<file path="src/design/bcct_defs.svh">
// Pin map constants and reset values for the board continuity chain test block.
`ifndef BCCT_DEFS_SVH
`define BCCT_DEFS_SVH

`define BCCT_PIN_COUNT 100
`define BCCT_PIN_MSB 99

// Bit index of a pin is its pin number minus one.
`define BCCT_IDX_SERIAL1_TRANSMIT 84
`define BCCT_IDX_HOST_RESET 25
`define BCCT_IDX_FRAME 23
`define BCCT_IDX_DATA0 19

// Supply, reference and ground pins never take part in the chain.
`define BCCT_IDX_VCC_A 52
`define BCCT_IDX_VCC_B 64
`define BCCT_IDX_VCC_C 92
`define BCCT_IDX_STANDBY_SUPPLY 17
`define BCCT_IDX_VREF 43
`define BCCT_IDX_VSS_A 6
`define BCCT_IDX_VSS_B 30
`define BCCT_IDX_VSS_C 59
`define BCCT_IDX_VSS_D 75
`define BCCT_IDX_ANALOG_GROUND 39

// The host reset filter starts high so power-on is not taken as a release edge.
`define BCCT_SYNC_RESET_VAL 100'h0_0000_0000_0000_0000_0200_0000
`define BCCT_PIN_ZERO 100'h0

`endif

</file>
<file path="src/design/bcct_pkg.sv">
// Types and pin classification for the board continuity chain test block.
`include "bcct_defs.svh"

package bcct_pkg;

	typedef enum logic [0:0] {
		BCCT_MODE_NORMAL = 1'h0,
		BCCT_MODE_TEST = 1'h1
	} bcct_mode_type;

	typedef logic [`BCCT_PIN_MSB:0] bcct_pins_type;

	// Pins that feed the chain: everything but supplies, references, grounds, the output and host reset.
	function automatic bcct_pins_type bcct_chain_mask();
		bcct_pins_type m;
		m = '1;
		m[`BCCT_IDX_VCC_A] = 1'b0;
		m[`BCCT_IDX_VCC_B] = 1'b0;
		m[`BCCT_IDX_VCC_C] = 1'b0;
		m[`BCCT_IDX_STANDBY_SUPPLY] = 1'b0;
		m[`BCCT_IDX_VREF] = 1'b0;
		m[`BCCT_IDX_VSS_A] = 1'b0;
		m[`BCCT_IDX_VSS_B] = 1'b0;
		m[`BCCT_IDX_VSS_C] = 1'b0;
		m[`BCCT_IDX_VSS_D] = 1'b0;
		m[`BCCT_IDX_ANALOG_GROUND] = 1'b0;
		m[`BCCT_IDX_SERIAL1_TRANSMIT] = 1'b0;
		m[`BCCT_IDX_HOST_RESET] = 1'b0;
		return m;
	endfunction : bcct_chain_mask

endpackage : bcct_pkg

</file>
<file path="src/design/bcct_chain_if.sv">
// Carrier between the top level and the parity reduction of the chain.
`timescale 1ns/1ps

interface bcct_chain_if;
	import bcct_pkg::*;
	bcct_pins_type bits;
	logic parity;
	modport feed (output bits, input parity);
	modport reduce (input bits, output parity);
endinterface : bcct_chain_if

</file>
<file path="src/design/bcct_pin_sync.sv">
// Three-stage pin synchroniser with a two-stage agreement filter.
`timescale 1ns/1ps
`include "bcct_defs.svh"

module bcct_pin_sync
	import bcct_pkg::*;
(
	input wire logic clk_sys_in,
	input wire logic reset_in,
	input wire bcct_pins_type async_in,
	output bcct_pins_type level_out
);

	bcct_pins_type stage1_r;
	bcct_pins_type stage2_r;
	bcct_pins_type stage3_r;
	bcct_pins_type level_r;

	// Stage one feeds stage two only, so metastability never reaches logic.
	always_ff @(posedge clk_sys_in or posedge reset_in) begin
		if (reset_in) begin
			stage1_r <= `BCCT_SYNC_RESET_VAL;
			stage2_r <= `BCCT_SYNC_RESET_VAL;
			stage3_r <= `BCCT_SYNC_RESET_VAL;
		end else begin
			stage1_r <= async_in;
			stage2_r <= stage1_r;
			stage3_r <= stage2_r;
		end
	end

	// A bit moves only when stages two and three agree, masking a one-cycle glitch.
	always_ff @(posedge clk_sys_in or posedge reset_in) begin
		if (reset_in) begin
			level_r <= `BCCT_SYNC_RESET_VAL;
		end else begin
			level_r <= (stage3_r & ~(stage2_r ^ stage3_r)) | (level_r & (stage2_r ^ stage3_r));
		end
	end

	assign level_out = level_r;

endmodule : bcct_pin_sync

</file>
<file path="src/design/bcct_parity.sv">
// Combinational odd-parity reduction of the chain inputs.
`timescale 1ns/1ps
`include "bcct_defs.svh"

module bcct_parity
	import bcct_pkg::*;
(
	input wire logic clk_sys_in,
	input wire logic reset_in,
	bcct_chain_if.reduce chain
);

	// A plain XOR tree: all low gives low, and any single flip flips the result.
	// It stays combinational; the pad register in the top level absorbs its ripple.
	assign chain.parity = ^chain.bits;

	chk_single_flip_toggles: assert property (
		@(posedge clk_sys_in) disable iff (reset_in)
		$countones(chain.bits ^ $past(chain.bits)) == 1 |-> chain.parity != $past(chain.parity))
		else $error("Chain output did not toggle on a single input change.");

	chk_all_low_reads_low: assert property (
		@(posedge clk_sys_in) disable iff (reset_in)
		chain.bits == `BCCT_PIN_ZERO |-> !chain.parity)
		else $error("Chain output not low with all inputs low.");

endmodule : bcct_parity

</file>
<file path="src/design/bcct_top.sv">
// Board continuity chain test mode for the host-interface pins 1 to 100.
// Contract
// A parity chain covers host-interface pins 1 to 100, apart from the monitor chain.
// In test mode, flipping any one chain input toggles the chain output.
// In test mode normal functions disconnect; all pins are inputs except the output.
// Host reset release with frame and data bit 0 low enters test mode.
// Host reset release with frame or data bit 0 high leaves test mode.
// The host reset pin is not a chain input.
// The chain output drives the first serial transmit pin.
// Chain inputs exclude supplies, references, grounds, the output and host reset.
// In test mode the frame and data bit 0 pins are ordinary chain inputs.
// Supply power-on reset clears test mode.
// Outside test mode chain inputs do not affect the serial transmit pin.
// Just after entry with all inputs low the output is low.
// Raising inputs in descending order alternates the output, ending low.
// Lowering inputs in ascending order alternates the output, ending low.
// The tester drives the input pins and watches the chain output.
// The tester holds every non-supply pin low before power-up.
// The mode flag loads only at host reset release and clears on power-on reset.
// The chain output is the odd parity of all chain inputs.
`timescale 1ns/1ps
`include "bcct_defs.svh"

module bcct_top
	import bcct_pkg::*;
(
	input wire logic clk_sys_in,
	input wire logic reset_in,
	input wire bcct_pins_type pin_level_in,
	input wire bcct_pins_type func_drive_in,
	input wire bcct_pins_type func_oe_in,
	output bcct_pins_type pin_drive_out,
	output bcct_pins_type pin_oe_out,
	output bcct_pins_type core_level_out,
	output logic serial1_transmit_out,
	output logic test_mode_out
);

	bcct_pins_type pin_sync;
	bcct_mode_type mode_r;
	logic host_reset_pin_n_prev_r;
	logic host_reset_pin_n;
	logic host_reset_release;
	logic entry_frame;
	logic entry_data0;
	bcct_pins_type drive_r;
	bcct_pins_type oe_r;
	bcct_pins_type core_r;
	bcct_pins_type txd_only;

	bcct_chain_if chain_bus ();

	bcct_pin_sync u_sync (
		.clk_sys_in(clk_sys_in),
		.reset_in(reset_in),
		.async_in(pin_level_in),
		.level_out(pin_sync)
	);

	// The mask leaves host reset out, so it keeps control of the mode. In test
	// mode the frame and data bit 0 pins stay in the mask as plain inputs.
	assign chain_bus.bits = pin_sync & bcct_chain_mask();

	bcct_parity u_parity (
		.clk_sys_in(clk_sys_in),
		.reset_in(reset_in),
		.chain(chain_bus.reduce)
	);

	assign host_reset_pin_n = pin_sync[`BCCT_IDX_HOST_RESET];
	assign entry_frame = pin_sync[`BCCT_IDX_FRAME];
	assign entry_data0 = pin_sync[`BCCT_IDX_DATA0];
	assign host_reset_release = host_reset_pin_n & ~host_reset_pin_n_prev_r;

	always_ff @(posedge clk_sys_in or posedge reset_in) begin
		if (reset_in) begin
			host_reset_pin_n_prev_r <= 1'b1;
		end else begin
			host_reset_pin_n_prev_r <= host_reset_pin_n;
		end
	end

	// The mode changes only on a host reset release; power-on reset forces normal.
	always_ff @(posedge clk_sys_in or posedge reset_in) begin
		if (reset_in) begin
			mode_r <= BCCT_MODE_NORMAL;
		end else if (host_reset_release) begin
			if (!entry_frame && !entry_data0) begin
				mode_r <= BCCT_MODE_TEST;
			end else begin
				mode_r <= BCCT_MODE_NORMAL;
			end
		end
	end

	always_comb begin
		txd_only = `BCCT_PIN_ZERO;
		txd_only[`BCCT_IDX_SERIAL1_TRANSMIT] = 1'b1;
	end

	// Pad drive is registered so the pins never see a mux glitch.
	always_ff @(posedge clk_sys_in or posedge reset_in) begin
		if (reset_in) begin
			drive_r <= `BCCT_PIN_ZERO;
			oe_r <= `BCCT_PIN_ZERO;
		end else if (mode_r == BCCT_MODE_TEST) begin
			drive_r <= chain_bus.parity ? txd_only : `BCCT_PIN_ZERO;
			oe_r <= txd_only;
		end else begin
			drive_r <= func_drive_in;
			oe_r <= func_oe_in;
		end
	end

	// The core sees quiet pins in test mode so no function reacts to the tester.
	always_ff @(posedge clk_sys_in or posedge reset_in) begin
		if (reset_in) begin
			core_r <= `BCCT_PIN_ZERO;
		end else if (mode_r == BCCT_MODE_TEST) begin
			core_r <= `BCCT_PIN_ZERO;
		end else begin
			core_r <= pin_sync;
		end
	end

	assign pin_drive_out = drive_r;
	assign pin_oe_out = oe_r;
	assign core_level_out = core_r;
	assign serial1_transmit_out = drive_r[`BCCT_IDX_SERIAL1_TRANSMIT];
	assign test_mode_out = (mode_r == BCCT_MODE_TEST);

	chk_entry_on_release: assert property (
		@(posedge clk_sys_in) disable iff (reset_in)
		host_reset_release && !entry_frame && !entry_data0 |=> mode_r == BCCT_MODE_TEST)
		else $error("Test mode not entered on release with entry pins low.");

	chk_exit_on_release: assert property (
		@(posedge clk_sys_in) disable iff (reset_in)
		host_reset_release && (entry_frame || entry_data0) |=> mode_r == BCCT_MODE_NORMAL)
		else $error("Test mode not left on release with an entry pin high.");

	chk_mode_only_on_release: assert property (
		@(posedge clk_sys_in) disable iff (reset_in)
		!host_reset_release |=> $stable(mode_r))
		else $error("Mode changed without a host reset release.");

	chk_por_clears_mode: assert property (
		@(posedge clk_sys_in) disable iff (reset_in)
		$fell(reset_in) |-> mode_r == BCCT_MODE_NORMAL)
		else $error("Mode not normal after power-on reset.");

	chk_only_txd_drives: assert property (
		@(posedge clk_sys_in) disable iff (reset_in)
		mode_r == BCCT_MODE_TEST |=> pin_oe_out == txd_only && core_level_out == `BCCT_PIN_ZERO)
		else $error("Pins not released or core not isolated in test mode.");

	chk_txd_carries_parity: assert property (
		@(posedge clk_sys_in) disable iff (reset_in)
		mode_r == BCCT_MODE_TEST |=> serial1_transmit_out == $past(chain_bus.parity))
		else $error("Serial transmit pin does not carry the chain output.");

	chk_normal_txd_func: assert property (
		@(posedge clk_sys_in) disable iff (reset_in)
		mode_r == BCCT_MODE_NORMAL |=>
			serial1_transmit_out == $past(func_drive_in[`BCCT_IDX_SERIAL1_TRANSMIT]))
		else $error("Chain inputs reached the serial transmit pin outside test mode.");

	chk_reset_pin_excluded: assert property (
		@(posedge clk_sys_in) disable iff (reset_in)
		$changed(host_reset_pin_n) && $stable(chain_bus.bits) |=> $stable(chain_bus.parity))
		else $error("Host reset pin changed the chain output.");

endmodule : bcct_top

</file>
<file path="config.mk">
export PLATFORM = sky130hd
export DESIGN_NAME = bcct_top
export DESIGN_NICKNAME = d
export VERILOG_FILES = /design/src/design/bcct_pkg.sv /design/src/design/bcct_chain_if.sv /design/src/design/bcct_pin_sync.sv /design/src/design/bcct_parity.sv /design/src/design/bcct_top.sv
export VERILOG_INCLUDE_DIRS = /design/src /design/src/design
export SDC_FILE = /design/constraint.sdc
export NUM_CORES = 1
export LEC_CHECK = 0
export BUFFER_PORTS_ARGS = -buffer_cell sky130_fd_sc_hd__buf_4
export CAP_MARGIN = 20
export CORE_AREA = 2 2 232 234
export CTS_CLUSTER_SIZE = 20
export DETAILED_ROUTE_END_ITERATION = 8
export DIE_AREA = 0 0 234 236
export PLACE_DENSITY = 0.72
export SYNTH_ARGS = -nofsm -noshare
export SYNTH_HDL_FRONTEND = slang
export SYNTH_SLANG_ARGS = --single-unit
export TNS_END_PERCENT = 5
</file>
<file path="constraint.sdc">
create_clock -name clk_sys_in -period 62 [get_ports clk_sys_in]
set_clock_uncertainty 0.1 [all_clocks]
set_input_delay 0 -clock clk_sys_in [delete_from_list [all_inputs] [get_ports clk_sys_in]]
set_output_delay 0 -clock clk_sys_in [all_outputs]
set_load 0.005 [all_outputs]
</file>
* Word-level counts from Yosys, hierarchy flattened *
Cells that the tools add are included.

storage, ports and cells
  output and inout bits = 302
  bits of input ports = 302
  register bits = 702

operators by class
  bitwise operators = 7
  reduce and logical (&&, ||, !) cells = 4
  mux-type cells = 5

operator list
  cell                   count
  100-bit 2-to-1 mux     3
  100-bit AND            2
  100-bit NOT            1
  100-bit bitwise OR     1
  100-bit XOR reduction  1
  100-bit bitwise XOR    1
  85-bit 2-to-1 mux      1
  1-bit logical NOT      2
  1-bit AND              1
  1-bit logical AND      1
  1-bit 2-to-1 mux       1
  1-bit NOT              1

* Logic depth before layout (Yosys ltp) *
  word-level depth = 4
  depth in mapped cells = 7

* By module *
From an unflattened synthesis, not the netlist that was laid out.

unflattened totals
  cell total of the unflattened synthesis = 1239
  area total of the unflattened synthesis = 21667.0 µm²

modules (own cells, without submodules)
  module         cells each  times used  area each (µm²)  sequential area each (µm²)
  bcct_pin_sync  501         1           11144.4          10014.6
  bcct_top       641         1           9638.0           7558.5
  bcct_parity    97          1           884.6            0.0

* Worst setup path after synthesis *
No wires, ideal clock.

  path kind = register to register
  start point = reg (tool-made name)
  end point = reg drive_r[84], in the netlist pin_drive_out[84]
  path buffers = 0
  arrival = 1.662 ns
  required time = 61.823 ns
  setup time = 0.077 ns
  setup slack = 60.160 ns
  stages on the path, launching flop included = 8
  path through = dfrtp_1 xor2_1 xnor2_1 xnor2_1 xnor2_1 xnor2_1 xnor3_1 a21oi_1

RTL lines
  element               RTL line         text
  end signal, assigned  bcct_top.sv:104  drive_r <= `BCCT_PIN_ZERO;
  end signal, assigned  bcct_top.sv:107  drive_r <= chain_bus.parity ? txd_only : `BCCT_PIN_ZERO;
  end signal, assigned  bcct_top.sv:110  drive_r <= func_drive_in;
  end, declared         bcct_top.sv:46   bcct_pins_type drive_r;

==> flow_summary.yaml <==
routing:
  vias_per_cell: 4.45
  wl_um: 58000
  routedWlPerCell_um: 19.1
  ant_nets: 0
  drt_first_pass_iters: 4
  remaining_drc_errors: 0
  vias: 13500
  drtIter0Drc: 555
setup_path:
  crit_family: "buffers and inverters"
  cp-end-kind: "async pin"
  path_cells: "dlygate4sd3_1, buf_4, dlygate4sd3_1, inv_8, buf_12, buf_12, buf_4"
  critical_path.max_stage_delay_ns: 0.87
  slowest_stage: "buf_4"
  cp_max_fo: 193
  cp.arrival_ns: 4.32
  path_buf_inv: 7
  worstPathRequired_ns: 62.48
  start_kind: "input port"
  crit_type: "in2async"
synthesis:
  netlist_instances: 1227
  synth_top_area_share_pct: 81.6
  synthFlopType: "dfrtp_1"
  ys_async_sr_fraction_pct: 100
  netlist_top_cells_area: "dfrtp_1 82%, nor2b_1 8.7%, maj3_1 4.7%"
  synth_cell_types: 17
  yosysWarningCount: 0
  synth_edf_count: 0
  post-synth-top-count-cell: "dfrtp_1"
  ys_ff_latch: 702
  ys_seq_area_share_pct: 82.2
  avgSynthCellArea_um2: 17.4
  yosysTopAreaCell: "dfrtp_1"
  synth_fp_nets: 1529
  netlist_top_cells_count: "697 x dfrtp_1, 296 x nor2b_1, 100 x maj3_1"
  netlist_area_mm2: 0.0214
global_route:
  track_usage_pct: 21.2
  overflow: 0
  grt_pass1_vias: 15100
  grt_pass1_wl_um: 88100
  antenna_found_initial: 8
  grt_start_max_net_pins: 194
timing:
  max_freq_mhz: 261
  period_share_pct: 6.18
  rsz0062_at_grt: "no"
  tns_ns: 0
  timing.hold.ws_ns: 0.0488
  period_minus_slack_ns: 3.83
  worst_slew_pin_slew_ns: 1.04
  setup_viol: 0
  maxSlewViolCount: 0
  hold_violations: 0
  slew-limit-headroom_pct: 30.6
pwr:
  power_density_mw_per_mm2: 35.1
  ir_worst_vdd_v: 0.0000268
  switching_power_uw: 285
  p_total_uw: 1170
  swShare_pct: 24.4
  power_leakage_uw: 0.0154
  seq_power_share_pct: 45.5
  pwr-share-comb_pct: 16.1
  internal-power_uw: 883
  clock_power_share_pct: 38.3
die:
  num_rows: 85
  die_y_um: 236
  start_util_pct: 40.3
  dieArea_mm2: 0.0552
  die_w_um: 234
  coreArea_mm2: 0.0531
  ios: 604
placement:
  placed_cell_area_mm2: 0.0267
  dpl.cell_count: 2500
  placement.io_buffers: 603
  dp_hpwl_um: 35800
  gp_congestion: 0.879
worst_hold_path:
  hold_class: "in2reg"
clock_network:
  h-tree-depth: 3
  cts_buffers: 70
  clkLatencyLatePin_ns: 0.60
  cts-resized-gates: 0
  cts_tree: "built"
  clk_path_buf_depth: 3
  clock_sinks: 702
  cts-root-buf: "clkbuf_16"
  clkTransAtPathRegs_ns: 0.06
flow_run:
  cap_violations: 0
cells_and_area:
  final_cell_count_no_fill: 3034
  multi_input_area_mm2: 0.00366
  fin_nets: 2580
  drive_gt1_share_pct: 31.6
  seqCellArea_mm2: 0.0176
  nFillCells: 3539
  areaGrowthSynthToFinish_pct: 55.7
  fin_area_mm2: 0.0333
status:
  status: "finished, final reports clean"
-- cells by family (layout without fill, tap and decap cells) --
kind of cell	Yosys count	in the layout	synth area share [%]
flip-flops	702	702	82.2
AND/OR/NAND/NOR	300	300	8.77
adder cells (fa/ha/maj)	100	100	4.68
XOR/XNOR	86	86	3.59
buffers and inverters	36	1142	0.650
AO/OA/AOI/OAI	3	3	0.0878
other	0	5	0
-- path summary, 6_finish.rpt --
path                                          startpoint                            end  slack, ns  depth (start not counted)
max                                             reset_in       pin_oe_out[98]$_DFF_PP0_      58.17                          7
min                                     pin_level_in[37]  u_sync.stage1_r[37]$_DFF_PP0_       0.05                          2
max reg2reg                    test_mode_out$_DFFE_PP0P_    pin_drive_out[32]$_DFF_PP0_      59.52                          2
min reg2reg                u_sync.stage1_r[94]$_DFF_PP0_  u_sync.stage2_r[94]$_DFF_PP0_       0.24                          0
max in group clk_sys_in        test_mode_out$_DFFE_PP0P_    pin_drive_out[32]$_DFF_PP0_      59.52                          2
min in group asynchronous                       reset_in       pin_oe_out[53]$_DFF_PP0_       0.55                          4
-- final cells by class --
cell class                 count  area share, %
sequential                   702           52.8
timing repair buffer        1013           26.0
multi-input combinational    489           11.0
clock buffer                  94           5.99
tap                          696           2.62
clock inverter                33           1.49
inverter                       2         0.0451
antenna                        5         0.0376
-- layout by cell type, fill, tap and decap left out, drive strengths merged --
master,count
nor2b,297
xnor3,1
dfrtp,697
xor2,9
o41ai,1
dlygate4sd3,401
nor2,2
or2,1
clkinvlp,2
buf,612
o21ai,1
clkinv,16
maj3,100
dfstp,5
diode,5
a21oi,1
inv,7
bufinv,10
xnor2,76
clkbuf,94
-- layer usage --
metal	up-vias	part of all wire, %	global-route usage, %	wire [µm]
li1	5965	-	-	-
met1	6872	38	24.5	21800
met2	512	51	36.5	29900
met3	145	6.1	5.62	3540
met4	4	4.9	9.93	2820
met5	-	0.041	0	24
-- what timing repair did --
action | CTS | global route
hold buffers | 401 | 0
buffers inserted | 0 | 0
endpoints found under the hold margin | 387 | 0
-- metrics by stage --
stage          setup slack [ns]  util, %
6_report                  58.17     62.7
3_5_place_dp              58.52     50.4
2_1_floorplan             42.22        -
4_1_cts                   58.00     62.6
5_1_grt                   57.54     62.7
3_3_place_gp              58.64     50.4
-- power groups by stage --
stage	registers (µW)	clock network (µW)	logic (µW)
after floorplan	534	0	75.3
after global placement	537	0	165
after detailed placement	539	0	167
after CTS	531	456	188
after global routing	537	478	203
final	532	448	188
(Power assumes the default switching activity.)
